$ cat config.mk
export PLATFORM = sky130hd
export DESIGN_NAME = idl_lock_dev_flat
export DESIGN_NICKNAME = d
export VERILOG_FILES = /design/src/idl_pkg.sv /design/src/idl_sd_if.sv /design/src/idl_lock_dev.sv /design/src/flat_wrapper.sv
export VERILOG_INCLUDE_DIRS = /design/src
export SDC_FILE = /design/constraint.sdc
export NUM_CORES = 1
export LEC_CHECK = 0
export BUFFER_PORTS_ARGS = -buffer_cell sky130_fd_sc_hd__buf_2
export CORE_MARGIN = 5
export CORE_UTILIZATION = 45
export CTS_BUF_LIST = sky130_fd_sc_hd__clkbuf_4 sky130_fd_sc_hd__clkbuf_8
export CTS_CLUSTER_SIZE = 14
export DETAILED_ROUTE_END_ITERATION = 10
export GPL_ROUTABILITY_DRIVEN = 0
export SLEW_MARGIN = 20
export SYNTH_ARGS = -nofsm -noshare
export SYNTH_HDL_FRONTEND = slang
export SYNTH_SLANG_ARGS = --single-unit
$ cat constraint.sdc
create_clock -name CLK -period 5.6 [get_ports CLK]
set_clock_uncertainty 0.1 [all_clocks]
set_input_delay 0.56 -clock CLK [delete_from_list [all_inputs] [get_ports CLK]]
set_output_delay 0.56 -clock CLK [all_outputs]
set_load 0.01 [all_outputs]
$ cat src/idl_consts.svh
// constants for the interlock diagnostic logic and its serial gateway
`ifndef IDL_CONSTS_SVH
`define IDL_CONSTS_SVH

`define IDL_CLK_HZ         100000000
`define IDL_MAX_DEV        31
`define IDL_SLOT_BITS      9

// request byte fields
`define IDL_REQ_MAGNET     0
`define IDL_REQ_ERR_RST    7

// response byte fields
`define IDL_RSP_SAFE_ON    0
`define IDL_RSP_CLOSED     1
`define IDL_RSP_LOCKED     2
`define IDL_RSP_INPUTS     4
`define IDL_RSP_ACT_OK     5
`define IDL_RSP_WARN       6
`define IDL_RSP_ERR        7

// flash codes, 7 means steady light
`define IDL_CODE_NONE      3'h0
`define IDL_CODE_FIRST     3'h1
`define IDL_CODE_SECOND    3'h2
`define IDL_CODE_CROSS     3'h3
`define IDL_CODE_TEMP      3'h4
`define IDL_CODE_ACTUATOR  3'h5
`define IDL_CODE_HANDLE    3'h6
`define IDL_CODE_STEADY    3'h7

// timing
`define IDL_WARN_MIN       30
`define IDL_FLASH_ON_MS    250
`define IDL_FLASH_OFF_MS   250
`define IDL_FLASH_PAUSE_MS 1500
`define IDL_COMM_TMO_MS    100
`define IDL_GW_GAP_CYC     16
`define IDL_GW_TMO_CYC     1024

// gateway register map
`define IDL_GW_CTRL        12'h000
`define IDL_GW_STAT        12'h004
`define IDL_GW_REQ_BASE    12'h100
`define IDL_GW_RSP_BASE    12'h200
`define IDL_GW_CTRL_EN     0
`define IDL_GW_CTRL_CNT_LO 8
`define IDL_GW_CNT_RESET   5'h01
`define IDL_GW_STAT_BUSY   0
`define IDL_GW_STAT_TMO    1
`define IDL_GW_STAT_FRM_LO 16

`endif

$ cat src/idl_pkg.sv
// types for the interlock diagnostic logic and its serial gateway
package idl_pkg;

    typedef enum logic [3:0] {
        LK_IDLE   = 4'h1,
        LK_TAKE   = 4'h2,
        LK_PASS   = 4'h4,
        LK_APPEND = 4'h8
    } idl_link_type;

    typedef enum logic [3:0] {
        FL_IDLE  = 4'h1,
        FL_ON    = 4'h2,
        FL_OFF   = 4'h4,
        FL_PAUSE = 4'h8
    } idl_flash_type;

    typedef enum logic [2:0] {
        GW_GAP  = 3'h1,
        GW_SEND = 3'h2,
        GW_WAIT = 3'h4
    } idl_gw_type;

    typedef struct packed {
        idl_link_type  lk;
        logic [3:0]    bit_cnt;
        logic [7:0]    sh;
        logic [7:0]    req;
        logic          out;
        logic [31:0]   comm_cnt;
        logic          comm_err;
        logic [39:0]   warn_cnt;
        logic          err;
        logic          opened;
        idl_flash_type fl;
        logic [31:0]   fl_cnt;
        logic [2:0]    pulses;
        logic          safe;
        logic          diag;
        logic          led;
    } idl_dev_type;

    typedef struct packed {
        idl_gw_type       st;
        logic             en;
        logic [4:0]       count;
        logic [30:0][7:0] req;
        logic [30:0][7:0] rsp;
        logic [4:0]       tx_idx;
        logic [3:0]       tx_bit;
        logic [8:0]       tx_sh;
        logic             out;
        logic             rx_busy;
        logic [2:0]       rx_bit;
        logic [7:0]       rx_sh;
        logic [4:0]       rx_idx;
        logic [15:0]      tmo;
        logic             tmo_err;
        logic [15:0]      frames;
        logic [31:0]      prdata;
    } idl_gw_state_type;

endpackage

$ cat src/idl_sd_if.sv
// one segment of the serial diagnostic chain
`timescale 1ns/1ps
interface idl_sd_if;
    logic sd;
    modport drv (output sd);
    modport rcv (input sd);
endinterface

$ cat src/idl_lock_dev.sv
// interlock diagnostic and fault logic, device end of the serial chain
//
// The register offsets and the APB register port were decided locally.
`timescale 1ns/1ps
`include "idl_consts.svh"
module idl_lock_dev #(
    parameter bit          SERIAL_VARIANT  = 1'b1,
    parameter bit          POWER_TO_LOCK   = 1'b0,
    parameter logic [39:0] WARN_CYC        =
        40'(64'(`IDL_WARN_MIN) * 64'd60 * 64'(`IDL_CLK_HZ)),
    parameter int unsigned FLASH_ON_CYC    = `IDL_FLASH_ON_MS * (`IDL_CLK_HZ / 1000),
    parameter int unsigned FLASH_OFF_CYC   = `IDL_FLASH_OFF_MS * (`IDL_CLK_HZ / 1000),
    parameter int unsigned FLASH_PAUSE_CYC = `IDL_FLASH_PAUSE_MS * (`IDL_CLK_HZ / 1000),
    parameter int unsigned COMM_TMO_CYC    = `IDL_COMM_TMO_MS * (`IDL_CLK_HZ / 1000)
) (
    // clock and reset
    input  wire logic CLK,
    input  wire logic SYS_RST,
    // serial diagnostic chain
    idl_sd_if.rcv     UP_LINK,
    idl_sd_if.drv     DOWN_LINK,
    // guard sensing and control
    input  wire logic GUARD_CLOSED,
    input  wire logic ACTUATOR_VALID,
    input  wire logic FIRST_SAFETY_INPUT,
    input  wire logic SECOND_SAFETY_INPUT,
    input  wire logic SOLENOID_CTRL,
    // fault sensing
    input  wire logic FLT_FIRST_OUTPUT,
    input  wire logic FLT_SECOND_OUTPUT,
    input  wire logic FLT_CROSS_WIRE,
    input  wire logic FLT_OVERTEMP,
    input  wire logic FLT_ACTUATOR,
    input  wire logic FLT_HANDLE,
    input  wire logic FLT_INTERNAL,
    // outputs
    output logic      FIRST_SAFETY_OUTPUT,
    output logic      SECOND_SAFETY_OUTPUT,
    output logic      DIAG_OUT,
    output logic      SOLENOID_DRIVE,
    output logic      RED_LED,
    output logic      COMM_FAULT
);

    idl_pkg::idl_dev_type r_q;
    idl_pkg::idl_dev_type r_d;

    logic       warn;
    logic       hard;
    logic       magnet;
    logic       lock_cmd;
    logic       locked;
    logic       trip;
    logic       clear_ok;
    logic       rst_fall;
    logic [2:0] code;
    logic [7:0] resp;

    assign warn = FLT_FIRST_OUTPUT | FLT_SECOND_OUTPUT | FLT_CROSS_WIRE | FLT_OVERTEMP;
    assign hard = FLT_INTERNAL | FLT_ACTUATOR | FLT_HANDLE;

    assign magnet   = SERIAL_VARIANT ? r_q.req[`IDL_REQ_MAGNET] : SOLENOID_CTRL;
    assign lock_cmd = POWER_TO_LOCK ? magnet : !magnet;
    assign locked   = GUARD_CLOSED & ACTUATOR_VALID & lock_cmd & !FLT_HANDLE;

    assign trip     = warn && (r_q.warn_cnt == WARN_CYC - 40'h1);
    assign clear_ok = !hard && !warn;

    always_comb begin
        if (FLT_INTERNAL) begin
            code = `IDL_CODE_STEADY;
        end else if (FLT_HANDLE) begin
            code = `IDL_CODE_HANDLE;
        end else if (FLT_ACTUATOR) begin
            code = `IDL_CODE_ACTUATOR;
        end else if (FLT_OVERTEMP) begin
            code = `IDL_CODE_TEMP;
        end else if (FLT_CROSS_WIRE || (FLT_FIRST_OUTPUT && FLT_SECOND_OUTPUT)) begin
            code = `IDL_CODE_CROSS;
        end else if (FLT_SECOND_OUTPUT) begin
            code = `IDL_CODE_SECOND;
        end else if (FLT_FIRST_OUTPUT) begin
            code = `IDL_CODE_FIRST;
        end else begin
            code = `IDL_CODE_NONE;
        end
    end

    always_comb begin
        resp                   = 8'h00;
        resp[`IDL_RSP_SAFE_ON] = r_q.safe;
        resp[`IDL_RSP_CLOSED]  = GUARD_CLOSED;
        resp[`IDL_RSP_LOCKED]  = locked;
        resp[`IDL_RSP_INPUTS]  = FIRST_SAFETY_INPUT & SECOND_SAFETY_INPUT;
        resp[`IDL_RSP_ACT_OK]  = ACTUATOR_VALID;
        resp[`IDL_RSP_WARN]    = warn;
        resp[`IDL_RSP_ERR]     = r_q.err;
    end

    always_comb begin
        r_d      = r_q;
        rst_fall = 1'b0;

        // chain slot handling, one bit per clock
        if (SERIAL_VARIANT) begin
            case (r_q.lk)
                idl_pkg::LK_IDLE: begin
                    r_d.out     = 1'b0;
                    r_d.bit_cnt = 4'h0;
                    if (UP_LINK.sd) begin
                        r_d.lk = idl_pkg::LK_TAKE;
                    end
                end
                idl_pkg::LK_TAKE: begin
                    r_d.out     = 1'b0;
                    r_d.sh      = {r_q.sh[6:0], UP_LINK.sd};
                    r_d.bit_cnt = r_q.bit_cnt + 4'h1;
                    if (r_q.bit_cnt == 4'h7) begin
                        // own request byte is the first slot
                        r_d.req      = {r_q.sh[6:0], UP_LINK.sd};
                        rst_fall     = r_q.req[`IDL_REQ_ERR_RST] & !r_d.req[`IDL_REQ_ERR_RST];
                        r_d.comm_cnt = 32'h0;
                        r_d.comm_err = 1'b0;
                        r_d.bit_cnt  = 4'h0;
                        r_d.lk       = idl_pkg::LK_PASS;
                    end
                end
                idl_pkg::LK_PASS: begin
                    r_d.out     = UP_LINK.sd;
                    r_d.bit_cnt = (r_q.bit_cnt == 4'(`IDL_SLOT_BITS - 1)) ? 4'h0
                                                                           : r_q.bit_cnt + 4'h1;
                    // a missing slot marker ends the frame: append own slot
                    if (r_q.bit_cnt == 4'h0 && !UP_LINK.sd) begin
                        r_d.out     = 1'b1;
                        r_d.sh      = resp;
                        r_d.bit_cnt = 4'h0;
                        r_d.lk      = idl_pkg::LK_APPEND;
                    end
                end
                idl_pkg::LK_APPEND: begin
                    r_d.out     = r_q.sh[7];
                    r_d.sh      = {r_q.sh[6:0], 1'b0};
                    r_d.bit_cnt = r_q.bit_cnt + 4'h1;
                    if (r_q.bit_cnt == 4'h7) begin
                        r_d.lk = idl_pkg::LK_IDLE;
                    end
                end
                default: begin
                    r_d.lk = idl_pkg::LK_IDLE;
                end
            endcase

            // watchdog only flags, request stays as it was
            if (r_q.lk != idl_pkg::LK_TAKE || r_q.bit_cnt != 4'h7) begin
                if (r_q.comm_cnt == 32'(COMM_TMO_CYC - 1)) begin
                    r_d.comm_err = 1'b1;
                end else begin
                    r_d.comm_cnt = r_q.comm_cnt + 32'h1;
                end
            end
        end

        // warning timer runs only while warned
        if (!warn) begin
            r_d.warn_cnt = 40'h0;
        end else if (!trip) begin
            r_d.warn_cnt = r_q.warn_cnt + 40'h1;
        end

        // opening seen once causes are gone
        if (!r_q.err) begin
            r_d.opened = 1'b0;
        end else if (clear_ok && !GUARD_CLOSED) begin
            r_d.opened = 1'b1;
        end

        // serial clearing; conventional clearing; set wins
        if (SERIAL_VARIANT) begin
            r_d.err = (r_q.err && !(clear_ok && (rst_fall || !GUARD_CLOSED))) || hard || trip;
        end else begin
            r_d.err = (r_q.err && !(clear_ok && r_q.opened && GUARD_CLOSED)) || hard || trip;
        end

        // hard faults drop the outputs at once
        r_d.safe = locked & FIRST_SAFETY_INPUT & SECOND_SAFETY_INPUT
                   & !r_q.err & !hard & !trip;
        r_d.diag = !SERIAL_VARIANT & locked & !warn & !r_q.err & !hard;

        // pulse groups with a trailing pause
        case (r_q.fl)
            idl_pkg::FL_IDLE: begin
                r_d.led = (code == `IDL_CODE_STEADY);
                if (code != `IDL_CODE_NONE && code != `IDL_CODE_STEADY) begin
                    r_d.led    = 1'b1;
                    r_d.pulses = code;
                    r_d.fl_cnt = 32'(FLASH_ON_CYC - 1);
                    r_d.fl     = idl_pkg::FL_ON;
                end
            end
            idl_pkg::FL_ON: begin
                r_d.fl_cnt = r_q.fl_cnt - 32'h1;
                if (r_q.fl_cnt == 32'h0) begin
                    r_d.led    = 1'b0;
                    r_d.pulses = r_q.pulses - 3'h1;
                    r_d.fl_cnt = 32'(FLASH_OFF_CYC - 1);
                    r_d.fl     = idl_pkg::FL_OFF;
                end
            end
            idl_pkg::FL_OFF: begin
                r_d.fl_cnt = r_q.fl_cnt - 32'h1;
                if (r_q.fl_cnt == 32'h0) begin
                    if (r_q.pulses == 3'h0) begin
                        r_d.fl_cnt = 32'(FLASH_PAUSE_CYC - 1);
                        r_d.fl     = idl_pkg::FL_PAUSE;
                    end else begin
                        r_d.led    = 1'b1;
                        r_d.fl_cnt = 32'(FLASH_ON_CYC - 1);
                        r_d.fl     = idl_pkg::FL_ON;
                    end
                end
            end
            idl_pkg::FL_PAUSE: begin
                r_d.fl_cnt = r_q.fl_cnt - 32'h1;
                if (r_q.fl_cnt == 32'h0) begin
                    r_d.fl = idl_pkg::FL_IDLE;
                end
            end
            default: begin
                r_d.fl = idl_pkg::FL_IDLE;
            end
        endcase
    end

    always_ff @(posedge CLK or posedge SYS_RST) begin
        if (SYS_RST) begin
            r_q    <= '0;
            r_q.lk <= idl_pkg::LK_IDLE;
            r_q.fl <= idl_pkg::FL_IDLE;
        end else begin
            r_q <= r_d;
        end
    end

    // chain output only in the serial variant
    assign DOWN_LINK.sd         = SERIAL_VARIANT & r_q.out;
    assign FIRST_SAFETY_OUTPUT  = r_q.safe;
    assign SECOND_SAFETY_OUTPUT = r_q.safe;
    assign DIAG_OUT             = r_q.diag;
    assign SOLENOID_DRIVE       = magnet;
    assign RED_LED              = r_q.led;
    assign COMM_FAULT           = r_q.comm_err;

endmodule

$ cat src/flat_wrapper.sv
// flat-port wrapper written by rule: the top's interface ports become plain ports
module idl_lock_dev_flat 
#(
    parameter bit          SERIAL_VARIANT  = 1'b1,
    parameter bit          POWER_TO_LOCK   = 1'b0,
    parameter logic [39:0] WARN_CYC        =
        40'(64'(`IDL_WARN_MIN) * 64'd60 * 64'(`IDL_CLK_HZ)),
    parameter int unsigned FLASH_ON_CYC    = `IDL_FLASH_ON_MS * (`IDL_CLK_HZ / 1000),
    parameter int unsigned FLASH_OFF_CYC   = `IDL_FLASH_OFF_MS * (`IDL_CLK_HZ / 1000),
    parameter int unsigned FLASH_PAUSE_CYC = `IDL_FLASH_PAUSE_MS * (`IDL_CLK_HZ / 1000),
    parameter int unsigned COMM_TMO_CYC    = `IDL_COMM_TMO_MS * (`IDL_CLK_HZ / 1000)
)
  (CLK, SYS_RST, GUARD_CLOSED, ACTUATOR_VALID, FIRST_SAFETY_INPUT, SECOND_SAFETY_INPUT, SOLENOID_CTRL, FLT_FIRST_OUTPUT, FLT_SECOND_OUTPUT, FLT_CROSS_WIRE, FLT_OVERTEMP, FLT_ACTUATOR, FLT_HANDLE, FLT_INTERNAL, FIRST_SAFETY_OUTPUT, SECOND_SAFETY_OUTPUT, DIAG_OUT, SOLENOID_DRIVE, RED_LED, COMM_FAULT, UP_LINK_sd, DOWN_LINK_sd);
  idl_sd_if UP_LINK_i ();
  idl_sd_if DOWN_LINK_i ();
  input  wire logic CLK;
  input  wire logic SYS_RST;
  input  wire logic GUARD_CLOSED;
  input  wire logic ACTUATOR_VALID;
  input  wire logic FIRST_SAFETY_INPUT;
  input  wire logic SECOND_SAFETY_INPUT;
  input  wire logic SOLENOID_CTRL;
  input  wire logic FLT_FIRST_OUTPUT;
  input  wire logic FLT_SECOND_OUTPUT;
  input  wire logic FLT_CROSS_WIRE;
  input  wire logic FLT_OVERTEMP;
  input  wire logic FLT_ACTUATOR;
  input  wire logic FLT_HANDLE;
  input  wire logic FLT_INTERNAL;
  output logic FIRST_SAFETY_OUTPUT;
  output logic SECOND_SAFETY_OUTPUT;
  output logic DIAG_OUT;
  output logic SOLENOID_DRIVE;
  output logic RED_LED;
  output logic COMM_FAULT;
  input wire logic [$bits(UP_LINK_i.sd)-1:0] UP_LINK_sd;
  output wire logic [$bits(DOWN_LINK_i.sd)-1:0] DOWN_LINK_sd;
  assign UP_LINK_i.sd = UP_LINK_sd;
  assign DOWN_LINK_sd = DOWN_LINK_i.sd;
  idl_lock_dev #(.SERIAL_VARIANT(SERIAL_VARIANT), .POWER_TO_LOCK(POWER_TO_LOCK), .WARN_CYC(WARN_CYC), .FLASH_ON_CYC(FLASH_ON_CYC), .FLASH_OFF_CYC(FLASH_OFF_CYC), .FLASH_PAUSE_CYC(FLASH_PAUSE_CYC), .COMM_TMO_CYC(COMM_TMO_CYC)) u_core (.CLK(CLK), .SYS_RST(SYS_RST), .UP_LINK(UP_LINK_i), .DOWN_LINK(DOWN_LINK_i), .GUARD_CLOSED(GUARD_CLOSED), .ACTUATOR_VALID(ACTUATOR_VALID), .FIRST_SAFETY_INPUT(FIRST_SAFETY_INPUT), .SECOND_SAFETY_INPUT(SECOND_SAFETY_INPUT), .SOLENOID_CTRL(SOLENOID_CTRL), .FLT_FIRST_OUTPUT(FLT_FIRST_OUTPUT), .FLT_SECOND_OUTPUT(FLT_SECOND_OUTPUT), .FLT_CROSS_WIRE(FLT_CROSS_WIRE), .FLT_OVERTEMP(FLT_OVERTEMP), .FLT_ACTUATOR(FLT_ACTUATOR), .FLT_HANDLE(FLT_HANDLE), .FLT_INTERNAL(FLT_INTERNAL), .FIRST_SAFETY_OUTPUT(FIRST_SAFETY_OUTPUT), .SECOND_SAFETY_OUTPUT(SECOND_SAFETY_OUTPUT), .DIAG_OUT(DIAG_OUT), .SOLENOID_DRIVE(SOLENOID_DRIVE), .RED_LED(RED_LED), .COMM_FAULT(COMM_FAULT));
endmodule
==> flow_results.xml, run 1 <==
<?xml version="1.0" encoding="UTF-8"?>
<metrics>
  <group name="placed_design">
    <metric name="placedCellCount" unit="">1083</metric>
    <metric name="io_buffer_count" unit="">19</metric>
    <metric name="dpl.hpwl" unit="µm">13000</metric>
  </group>
  <group name="grt">
    <metric name="grt_max_degree" unit="">75</metric>
    <metric name="antenna_violations_before_repair" unit="">0</metric>
    <metric name="grt_pass1_vias" unit="">6648</metric>
    <metric name="grt_pass1_wl" unit="µm">32460</metric>
    <metric name="grt_util_all_layers" unit="%">19.70</metric>
    <metric name="globalRoute.totalOverflow" unit="">0</metric>
  </group>
  <group name="critical_path">
    <metric name="endpoint_kind" unit="">flip-flop</metric>
    <metric name="critical_path.slowest_cell" unit="">or4b_2</metric>
    <metric name="reg2regPathDepth" unit="">7</metric>
    <metric name="timing.critical_path.cells" unit="">inv_1 -&gt; ha_1 -&gt; or4b_2 -&gt; nor4_4 -&gt; nand4_1 -&gt; nor4b_1 -&gt; mux2i_1</metric>
    <metric name="crit-reg2reg-capture" unit="">u_core.r_q[34]</metric>
    <metric name="cp_class" unit="">flip-flop to flip-flop</metric>
    <metric name="timing.critical_path.arrival" unit="ps">3410</metric>
    <metric name="worst_r2r_setup_slack" unit="ps">2470</metric>
    <metric name="biggest_cell_delay_along_the_critical_path" unit="ps">680</metric>
    <metric name="cp_max_fo" unit="">12</metric>
    <metric name="r2r_start" unit="">u_core.r_q[7]</metric>
    <metric name="worstPathRequired" unit="ps">5890</metric>
    <metric name="setup.worst_path.start_class" unit="">flip-flop</metric>
  </group>
  <group name="yosys">
    <metric name="synth_edf_count" unit="">0</metric>
    <metric name="synth_largest_type_area_fraction" unit="%">42.73</metric>
    <metric name="netlist_top_cells_area" unit="">dfrtp_1 43%, a21oi_1 3.9%, nor2_1 3.7%</metric>
    <metric name="yosys_most_used_dff" unit="">dfrtp_1</metric>
    <metric name="yosysUniqueCellTypes" unit="">70</metric>
    <metric name="synth.most_common_cell" unit="">dfrtp_1</metric>
    <metric name="ys_seq_area_share" unit="%">43.41</metric>
    <metric name="netlist.top_cell.by_area" unit="">dfrtp_1</metric>
    <metric name="synth.ff_latch_count" unit="">134</metric>
    <metric name="postSynthAreaPerCell" unit="µm²">8.866</metric>
    <metric name="synth-async-reset-ratio" unit="%">100.0</metric>
    <metric name="synth.top_cells.by_count" unit="">132 x dfrtp_1, 76 x nor2_1, 60 x a21oi_1, 60 x nand2_1, 49 x o21ai_0</metric>
    <metric name="synth.yosys.warnings" unit="">0</metric>
    <metric name="post_synthesis_instance_area" unit="mm²">0.007731</metric>
    <metric name="synth_fp_nets" unit="">894</metric>
    <metric name="synthesis.instances" unit="">872</metric>
  </group>
  <group name="clock_network">
    <metric name="cts-buffers-inserted" unit="">17</metric>
    <metric name="clk_pin_slew_worst_paths" unit="ps">80</metric>
    <metric name="holdBufCountCts" unit="">0</metric>
    <metric name="cts_tree" unit="">yes</metric>
    <metric name="max-clock-path-buffers" unit="">2</metric>
    <metric name="post_cts.repair.setup_buffers" unit="">0</metric>
    <metric name="cts_htree_levels" unit="">4</metric>
    <metric name="cts_root_buf" unit="">clkbuf_8</metric>
    <metric name="clk_sinks" unit="">134</metric>
    <metric name="post_cts.resized_instances" unit="">0</metric>
    <metric name="worstSkewPairLatency" unit="ps">470</metric>
  </group>
  <group name="sta">
    <metric name="final_period_minus_worst_setup_slack" unit="ps">3129</metric>
    <metric name="fin_crit_sh" unit="%">55.88</metric>
    <metric name="totalNegativeSetupSlack" unit="ps">0</metric>
    <metric name="report.final.hold_viol_count" unit="">0</metric>
    <metric name="max-slew-margin-rel" unit="%">38.08</metric>
    <metric name="report.final.slew_viol_count" unit="">0</metric>
    <metric name="tightestPinTransition" unit="ps">920.4</metric>
    <metric name="setup-violations-final" unit="">0</metric>
    <metric name="final.hold.worst_slack" unit="ps">133.3</metric>
    <metric name="max_clock_freq" unit="GHz">0.3195</metric>
    <metric name="grt_setup_unrepaired" unit="">false</metric>
  </group>
  <group name="floorplan">
    <metric name="die_span_in_x" unit="µm">141.1</metric>
    <metric name="rows" unit="">48</metric>
    <metric name="die-height" unit="µm">141.1</metric>
    <metric name="floorplan.die_area" unit="mm²">0.01990</metric>
    <metric name="coreArea" unit="mm²">0.01706</metric>
    <metric name="num_io_pins" unit="">22</metric>
    <metric name="floorplan.initialDensity" unit="%">45.33</metric>
  </group>
  <group name="final_layout">
    <metric name="antenna_cells_inserted" unit="">0</metric>
    <metric name="instances_no_fill" unit="">1115</metric>
    <metric name="nNetsFinal" unit="">899</metric>
    <metric name="post_route_cells_drive_above_1_share" unit="%">10.00</metric>
    <metric name="area_added_between_synthesis_and_finish" unit="%">8.707</metric>
    <metric name="n_fill_cell" unit="">1631</metric>
  </group>
  <group name="pwr">
    <metric name="power-per-cell-area" unit="mW/mm²">320.8</metric>
    <metric name="vdd.ir_drop.worst" unit="V">0.0001951</metric>
    <metric name="p_leak" unit="nW">3.241</metric>
  </group>
  <group name="min_path">
    <metric name="hold_class" unit="">primary input to asynchronous set/reset pin</metric>
  </group>
  <group name="route">
    <metric name="drt_iter0_drc" unit="">579</metric>
    <metric name="drc_errors" unit="">0</metric>
    <metric name="routedWlPerCell" unit="µm">17.10</metric>
    <metric name="drt-pass1-iter-count" unit="">5</metric>
    <metric name="dr_total_vias" unit="">6790</metric>
    <metric name="routed_wl" unit="µm">19070</metric>
    <metric name="antenna_violating_nets_post_route" unit="">0</metric>
    <metric name="detail_route.vias_per_cell" unit="">6.090</metric>
  </group>
  <group name="status">
    <metric name="outcome" unit="">complete, no violations</metric>
  </group>
  <group name="flow_run">
    <metric name="maxCapViolations" unit="">0</metric>
  </group>
</metrics>
critical path, delay by kind of cell, from the launching register on:
family                   cells  cell delay [ps]
adder cells (fa/ha/maj)      1              230
buffers and inverters        1               90
flip-flops                   1              400
multiplexers                 1              230
AND/OR/NAND/NOR              4             2010
cells by family after synthesis:
group                    count (synthesis)  share of synthesized area (%)
AND/OR/NAND/NOR                        404                          29.23
AO/OA/AOI/OAI                          210                          17.19
flip-flops                             134                          43.41
buffers and inverters                   71                          3.690
XOR/XNOR                                34                          3.852
multiplexers                            11                          1.457
adder cells (fa/ha/maj)                  7                          1.133
other                                    1                        0.04850
routing by layer:
metal  share of wire (%)  vias to the layer above  track usage (%)  wire length [µm]
met1                  46                     3315            26.10              8682
met2                  48                      164            32.53              9210
met3                 4.3                       31            4.206               820
li1                    -                     3280                -                 -
met4                 1.8                        0            5.813               352
met5                   0                        -                0                 0
power breakdown:
group / switching (mW) / internal, mW
registers: 0.150 / 1.09
logic: 0.395 / 0.241
clock network: 0.401 / 0.416
total: 0.946 / 1.75
per-stage QoR:
stage / cell area, µm² / utilization (%) / total power [mW] / worst slack, ps
after floorplan: 7731 / - / 1.701 / 1361
after global placement: 8011 / 46.97 / 1.858 / 2474
after detailed placement: 8011 / 46.97 / 1.890 / 2397
after CTS: 8404 / 49.27 / 2.713 / 2446
after global routing: 8404 / 49.27 / 2.857 / 2263
final: 8404 / 49.27 / 2.696 / 2471
state kept, by name, summed over array words and instances, names as in the netlist:
register                    cells
u_core.r_q                    129
u_core.FIRST_SAFETY_OUTPUT      1
u_core.COMM_FAULT               1
u_core.SOLENOID_DRIVE           1
u_core.DOWN_LINK.sd             1
u_core.RED_LED                  1
cell usage in the layout, fill, tap and decap left out, drive strengths merged, types with 24 or more instances in the layout:
cell type,netlist,layout
buf,10,26
or3,27,27
nor3,28,28
nand4,26,26
o21ai,49,49
or4,24,24
dfrtp,132,132
nor2,76,76
a21oi,60,60
inv,31,32
nor4,35,35
nand2,60,60
nand3,42,42
final cells by class:
| cell class | instances | area [µm²] | area share, % |
|---|---|---|---|
| Tap cell | 225 | 281.5 | 3.350 |
| Multi-Input combinational cell | 667 | 4105 | 48.85 |
| Clock buffer | 20 | 262.8 | 3.126 |
| Sequential cell | 134 | 3356 | 39.93 |
| Inverter | 31 | 121.4 | 1.444 |
| Clock inverter | 12 | 130.1 | 1.548 |
| Timing Repair Buffer | 26 | 147.6 | 1.757 |
worst max-delay path by stage:
stage                            from           endpoint
detailed placement  FLT_SECOND_OUTPUT     u_core.r_q[33]
global route            u_core.r_q[6]     u_core.r_q[34]
global placement    FLT_SECOND_OUTPUT     u_core.r_q[33]
floorplan                     SYS_RST  u_core.COMM_FAULT
CTS                     u_core.r_q[6]     u_core.r_q[34]
finish                  u_core.r_q[7]     u_core.r_q[34]
(Power assumes the default switching activity.)
==> run 2, diff against run 1 <==
- clock period: 5.6 -> 2.5 ns (I/O delays scaled with it)
==> run 2 against run 1 <==
  * Clock power up 110%
  * Final cell count increased by 6.9%
  * Worst setup slack worse by 2400 ps
  * Sequential power rose by 120%
  * Die area unchanged
  * Non-clock buffer count increased by 78
  * Highest routed layer unchanged
==> flow_results.xml, run 2 (same netlist as run 1, synthesis figures left out) <==
<?xml version="1.0" encoding="UTF-8"?>
<metrics>
  <group name="sta">
    <metric name="totalNegativeSetupSlack" unit="ps">0</metric>
    <metric name="report.final.hold_viol_count" unit="">0</metric>
    <metric name="final_period_minus_worst_setup_slack" unit="ps">2404</metric>
    <metric name="grt_setup_unrepaired" unit="">true</metric>
    <metric name="max_clock_freq" unit="GHz">0.4159</metric>
    <metric name="report.final.slew_viol_count" unit="">0</metric>
    <metric name="setup-violations-final" unit="">0</metric>
    <metric name="fin_crit_sh" unit="%">96.17</metric>
    <metric name="tightestPinTransition" unit="ps">732.2</metric>
    <metric name="max-slew-margin-rel" unit="%">51.19</metric>
  </group>
  <group name="route">
    <metric name="dr_total_vias" unit="">7023</metric>
    <metric name="drt_iter0_drc" unit="">517</metric>
    <metric name="routedWlPerCell" unit="µm">16.26</metric>
    <metric name="detail_route.vias_per_cell" unit="">5.892</metric>
    <metric name="drc_errors" unit="">0</metric>
    <metric name="drt-pass1-iter-count" unit="">5</metric>
    <metric name="routed_wl" unit="µm">19390</metric>
    <metric name="antenna_violating_nets_post_route" unit="">0</metric>
  </group>
  <group name="grt">
    <metric name="grt_pass1_vias" unit="">6908</metric>
    <metric name="grt_util_met1" unit="%">25.83</metric>
    <metric name="global_route.peak_usage_layer" unit="">met2</metric>
    <metric name="grt_pass1_wl" unit="µm">32950</metric>
    <metric name="global_routing_usage_on_met3" unit="%">3.969</metric>
    <metric name="grt_util_all_layers" unit="%">19.97</metric>
    <metric name="grt_max_degree" unit="">135</metric>
    <metric name="antenna_violations_before_repair" unit="">0</metric>
    <metric name="globalRoute.totalOverflow" unit="">0</metric>
    <metric name="grt_use_met2" unit="%">33.94</metric>
  </group>
  <group name="placed_design">
    <metric name="placedCellCount" unit="">1147</metric>
    <metric name="io_buffer_count" unit="">19</metric>
    <metric name="dpl.hpwl" unit="µm">13580</metric>
  </group>
  <group name="clock_network">
    <metric name="clk_sinks" unit="">134</metric>
    <metric name="cts-buffers-inserted" unit="">17</metric>
    <metric name="clk_pin_slew_worst_paths" unit="ps">80</metric>
    <metric name="worstSkewPairLatency" unit="ps">450</metric>
    <metric name="cts_root_buf" unit="">clkbuf_8</metric>
    <metric name="cts_tree" unit="">yes</metric>
    <metric name="cts_htree_levels" unit="">4</metric>
    <metric name="max-clock-path-buffers" unit="">2</metric>
  </group>
  <group name="pwr">
    <metric name="internal-power" unit="mW">4.040</metric>
    <metric name="clock_power_share" unit="%">28.2</metric>
    <metric name="p_leak" unit="nW">3.624</metric>
    <metric name="power.combinational.fraction" unit="%">27.3</metric>
    <metric name="power-per-cell-area" unit="mW/mm²">677.1</metric>
    <metric name="vdd.ir_drop.worst" unit="V">0.0004758</metric>
    <metric name="power.switching" unit="mW">2.087</metric>
    <metric name="sw_frac_of_total" unit="%">34.06</metric>
    <metric name="seq_power_share" unit="%">44.5</metric>
  </group>
  <group name="critical_path">
    <metric name="timing.critical_path.arrival" unit="ps">2630</metric>
    <metric name="setup.worst_path.start_class" unit="">flip-flop</metric>
    <metric name="endpoint_kind" unit="">flip-flop</metric>
    <metric name="cp_max_fo" unit="">20</metric>
    <metric name="worst_setup_path_startpoint" unit="">u_core.r_q[72]</metric>
    <metric name="cp_class" unit="">flip-flop to flip-flop</metric>
    <metric name="r2r_start" unit="">u_core.r_q[72]</metric>
    <metric name="worstPathRequired" unit="ps">2720</metric>
  </group>
  <group name="final_layout">
    <metric name="layout.area.seq" unit="mm²">0.003356</metric>
    <metric name="antenna_cells_inserted" unit="">0</metric>
    <metric name="multi_input_area" unit="mm²">0.004145</metric>
    <metric name="area_added_between_synthesis_and_finish" unit="%">17.04</metric>
    <metric name="nNetsFinal" unit="">977</metric>
    <metric name="largest-register" unit="">u_core.r_q</metric>
    <metric name="n_fill_cell" unit="">1593</metric>
    <metric name="post_route_cells_drive_above_1_share" unit="%">17.17</metric>
    <metric name="layout_common_cells" unit="">132 x dfrtp_1, 76 x nor2_1, 75 x buf_4</metric>
    <metric name="mostFrequentLayoutCell" unit="">dfrtp_1</metric>
    <metric name="largest_register_ff_count" unit="">129</metric>
    <metric name="instances_no_fill" unit="">1192</metric>
  </group>
  <group name="floorplan">
    <metric name="num_io_pins" unit="">22</metric>
    <metric name="floorplan.die_area" unit="mm²">0.01990</metric>
    <metric name="floorplan.initialDensity" unit="%">45.33</metric>
    <metric name="rows" unit="">48</metric>
    <metric name="die_span_in_x" unit="µm">141.1</metric>
    <metric name="coreArea" unit="mm²">0.01706</metric>
    <metric name="die-height" unit="µm">141.1</metric>
  </group>
  <group name="flow_run">
    <metric name="maxCapViolations" unit="">0</metric>
  </group>
  <group name="status">
    <metric name="outcome" unit="">complete, no violations</metric>
  </group>
  <group name="min_path">
    <metric name="hold_path.startpoint" unit="">FLT_HANDLE</metric>
    <metric name="hold_class" unit="">primary input to flip-flop</metric>
  </group>
</metrics>
## run 2: cell count changes in the layout (fill, tap and decap cells not counted), moves of 2 or more
cell,previous run,this run
dlygate4sd3_1,0,7
buf_12,0,2
buf_4,7,75
clkinvlp_4,5,3
inv_6,2,0
clkinv_2,3,7
## run 2: cell type report
| class | instances | area share [%] |
|---|---|---|
| multi-input cells | 667 | 45.81 |
| flip-flops and latches | 134 | 37.09 |
| repair buffers | 104 | 8.614 |
| well taps | 225 | 3.111 |
| clock buffers | 20 | 2.835 |
| inverters | 31 | 1.327 |
| clock inverters | 11 | 1.217 |
## run 2: path summary, 6_finish.rpt
kind                                    to  slack [ps]  depth (start not counted)
max                         u_core.r_q[45]         100                          6
min                          u_core.r_q[4]          40                          3
max reg2reg                 u_core.r_q[45]         100                          6
min reg2reg                 u_core.RED_LED         380                          1
max in group asynchronous  u_core.r_q[102]        1300                          4
min in group asynchronous    u_core.r_q[8]         440                          4
## run 2: power by group through the flow
stage	registers [mW]	logic, mW	clock network [mW]
after detailed placement	2.76	1.62	0
after global routing	2.77	1.87	1.88
after CTS	2.72	1.64	1.78
final	2.73	1.67	1.73
after global placement	2.74	1.57	0
after floorplan	2.68	1.13	0
## run 2: worst max-delay path, stage by stage, from the launching register on
cell     delay [ps]
dfrtp_1         410
or4b_2          670
nor4_1          330
and4_1          320
buf_12          170
mux2i_1         220
nor2_1           50
## run 2: what timing repair did
| item | CTS | global route |
|---|---|---|
| gates resized for setup | 3 | 7 |
| setup endpoints to repair | 26 | 36 |
| hold endpoints to repair | 138 | 0 |
| buffers inserted | 5 | 2 |
| hold buffers | 7 | 0 |
| pin swaps | 3 | 5 |
## run 2: layer usage
metal  vias to the layer above  wire [µm]
met4                         0        231
li1                       3435          -
met1                      3440       8987
met2                       129       9545
met3                        19        622
met5                         -          0
## run 2: stage by stage
stage	area, µm²	power (mW)	hold slack (ps)	setup WS [ps]	util (%)
floorplan	7735	3.810	228.5	39.68	-
global placement	8516	4.311	358.8	-83.13	49.93
detailed placement	8516	4.378	376.3	-130.8	49.93
CTS	9000	6.142	1.523	5.319	52.77
global route	9049	6.521	39.66	-18.27	53.05
finish	9049	6.127	38.26	95.64	53.05
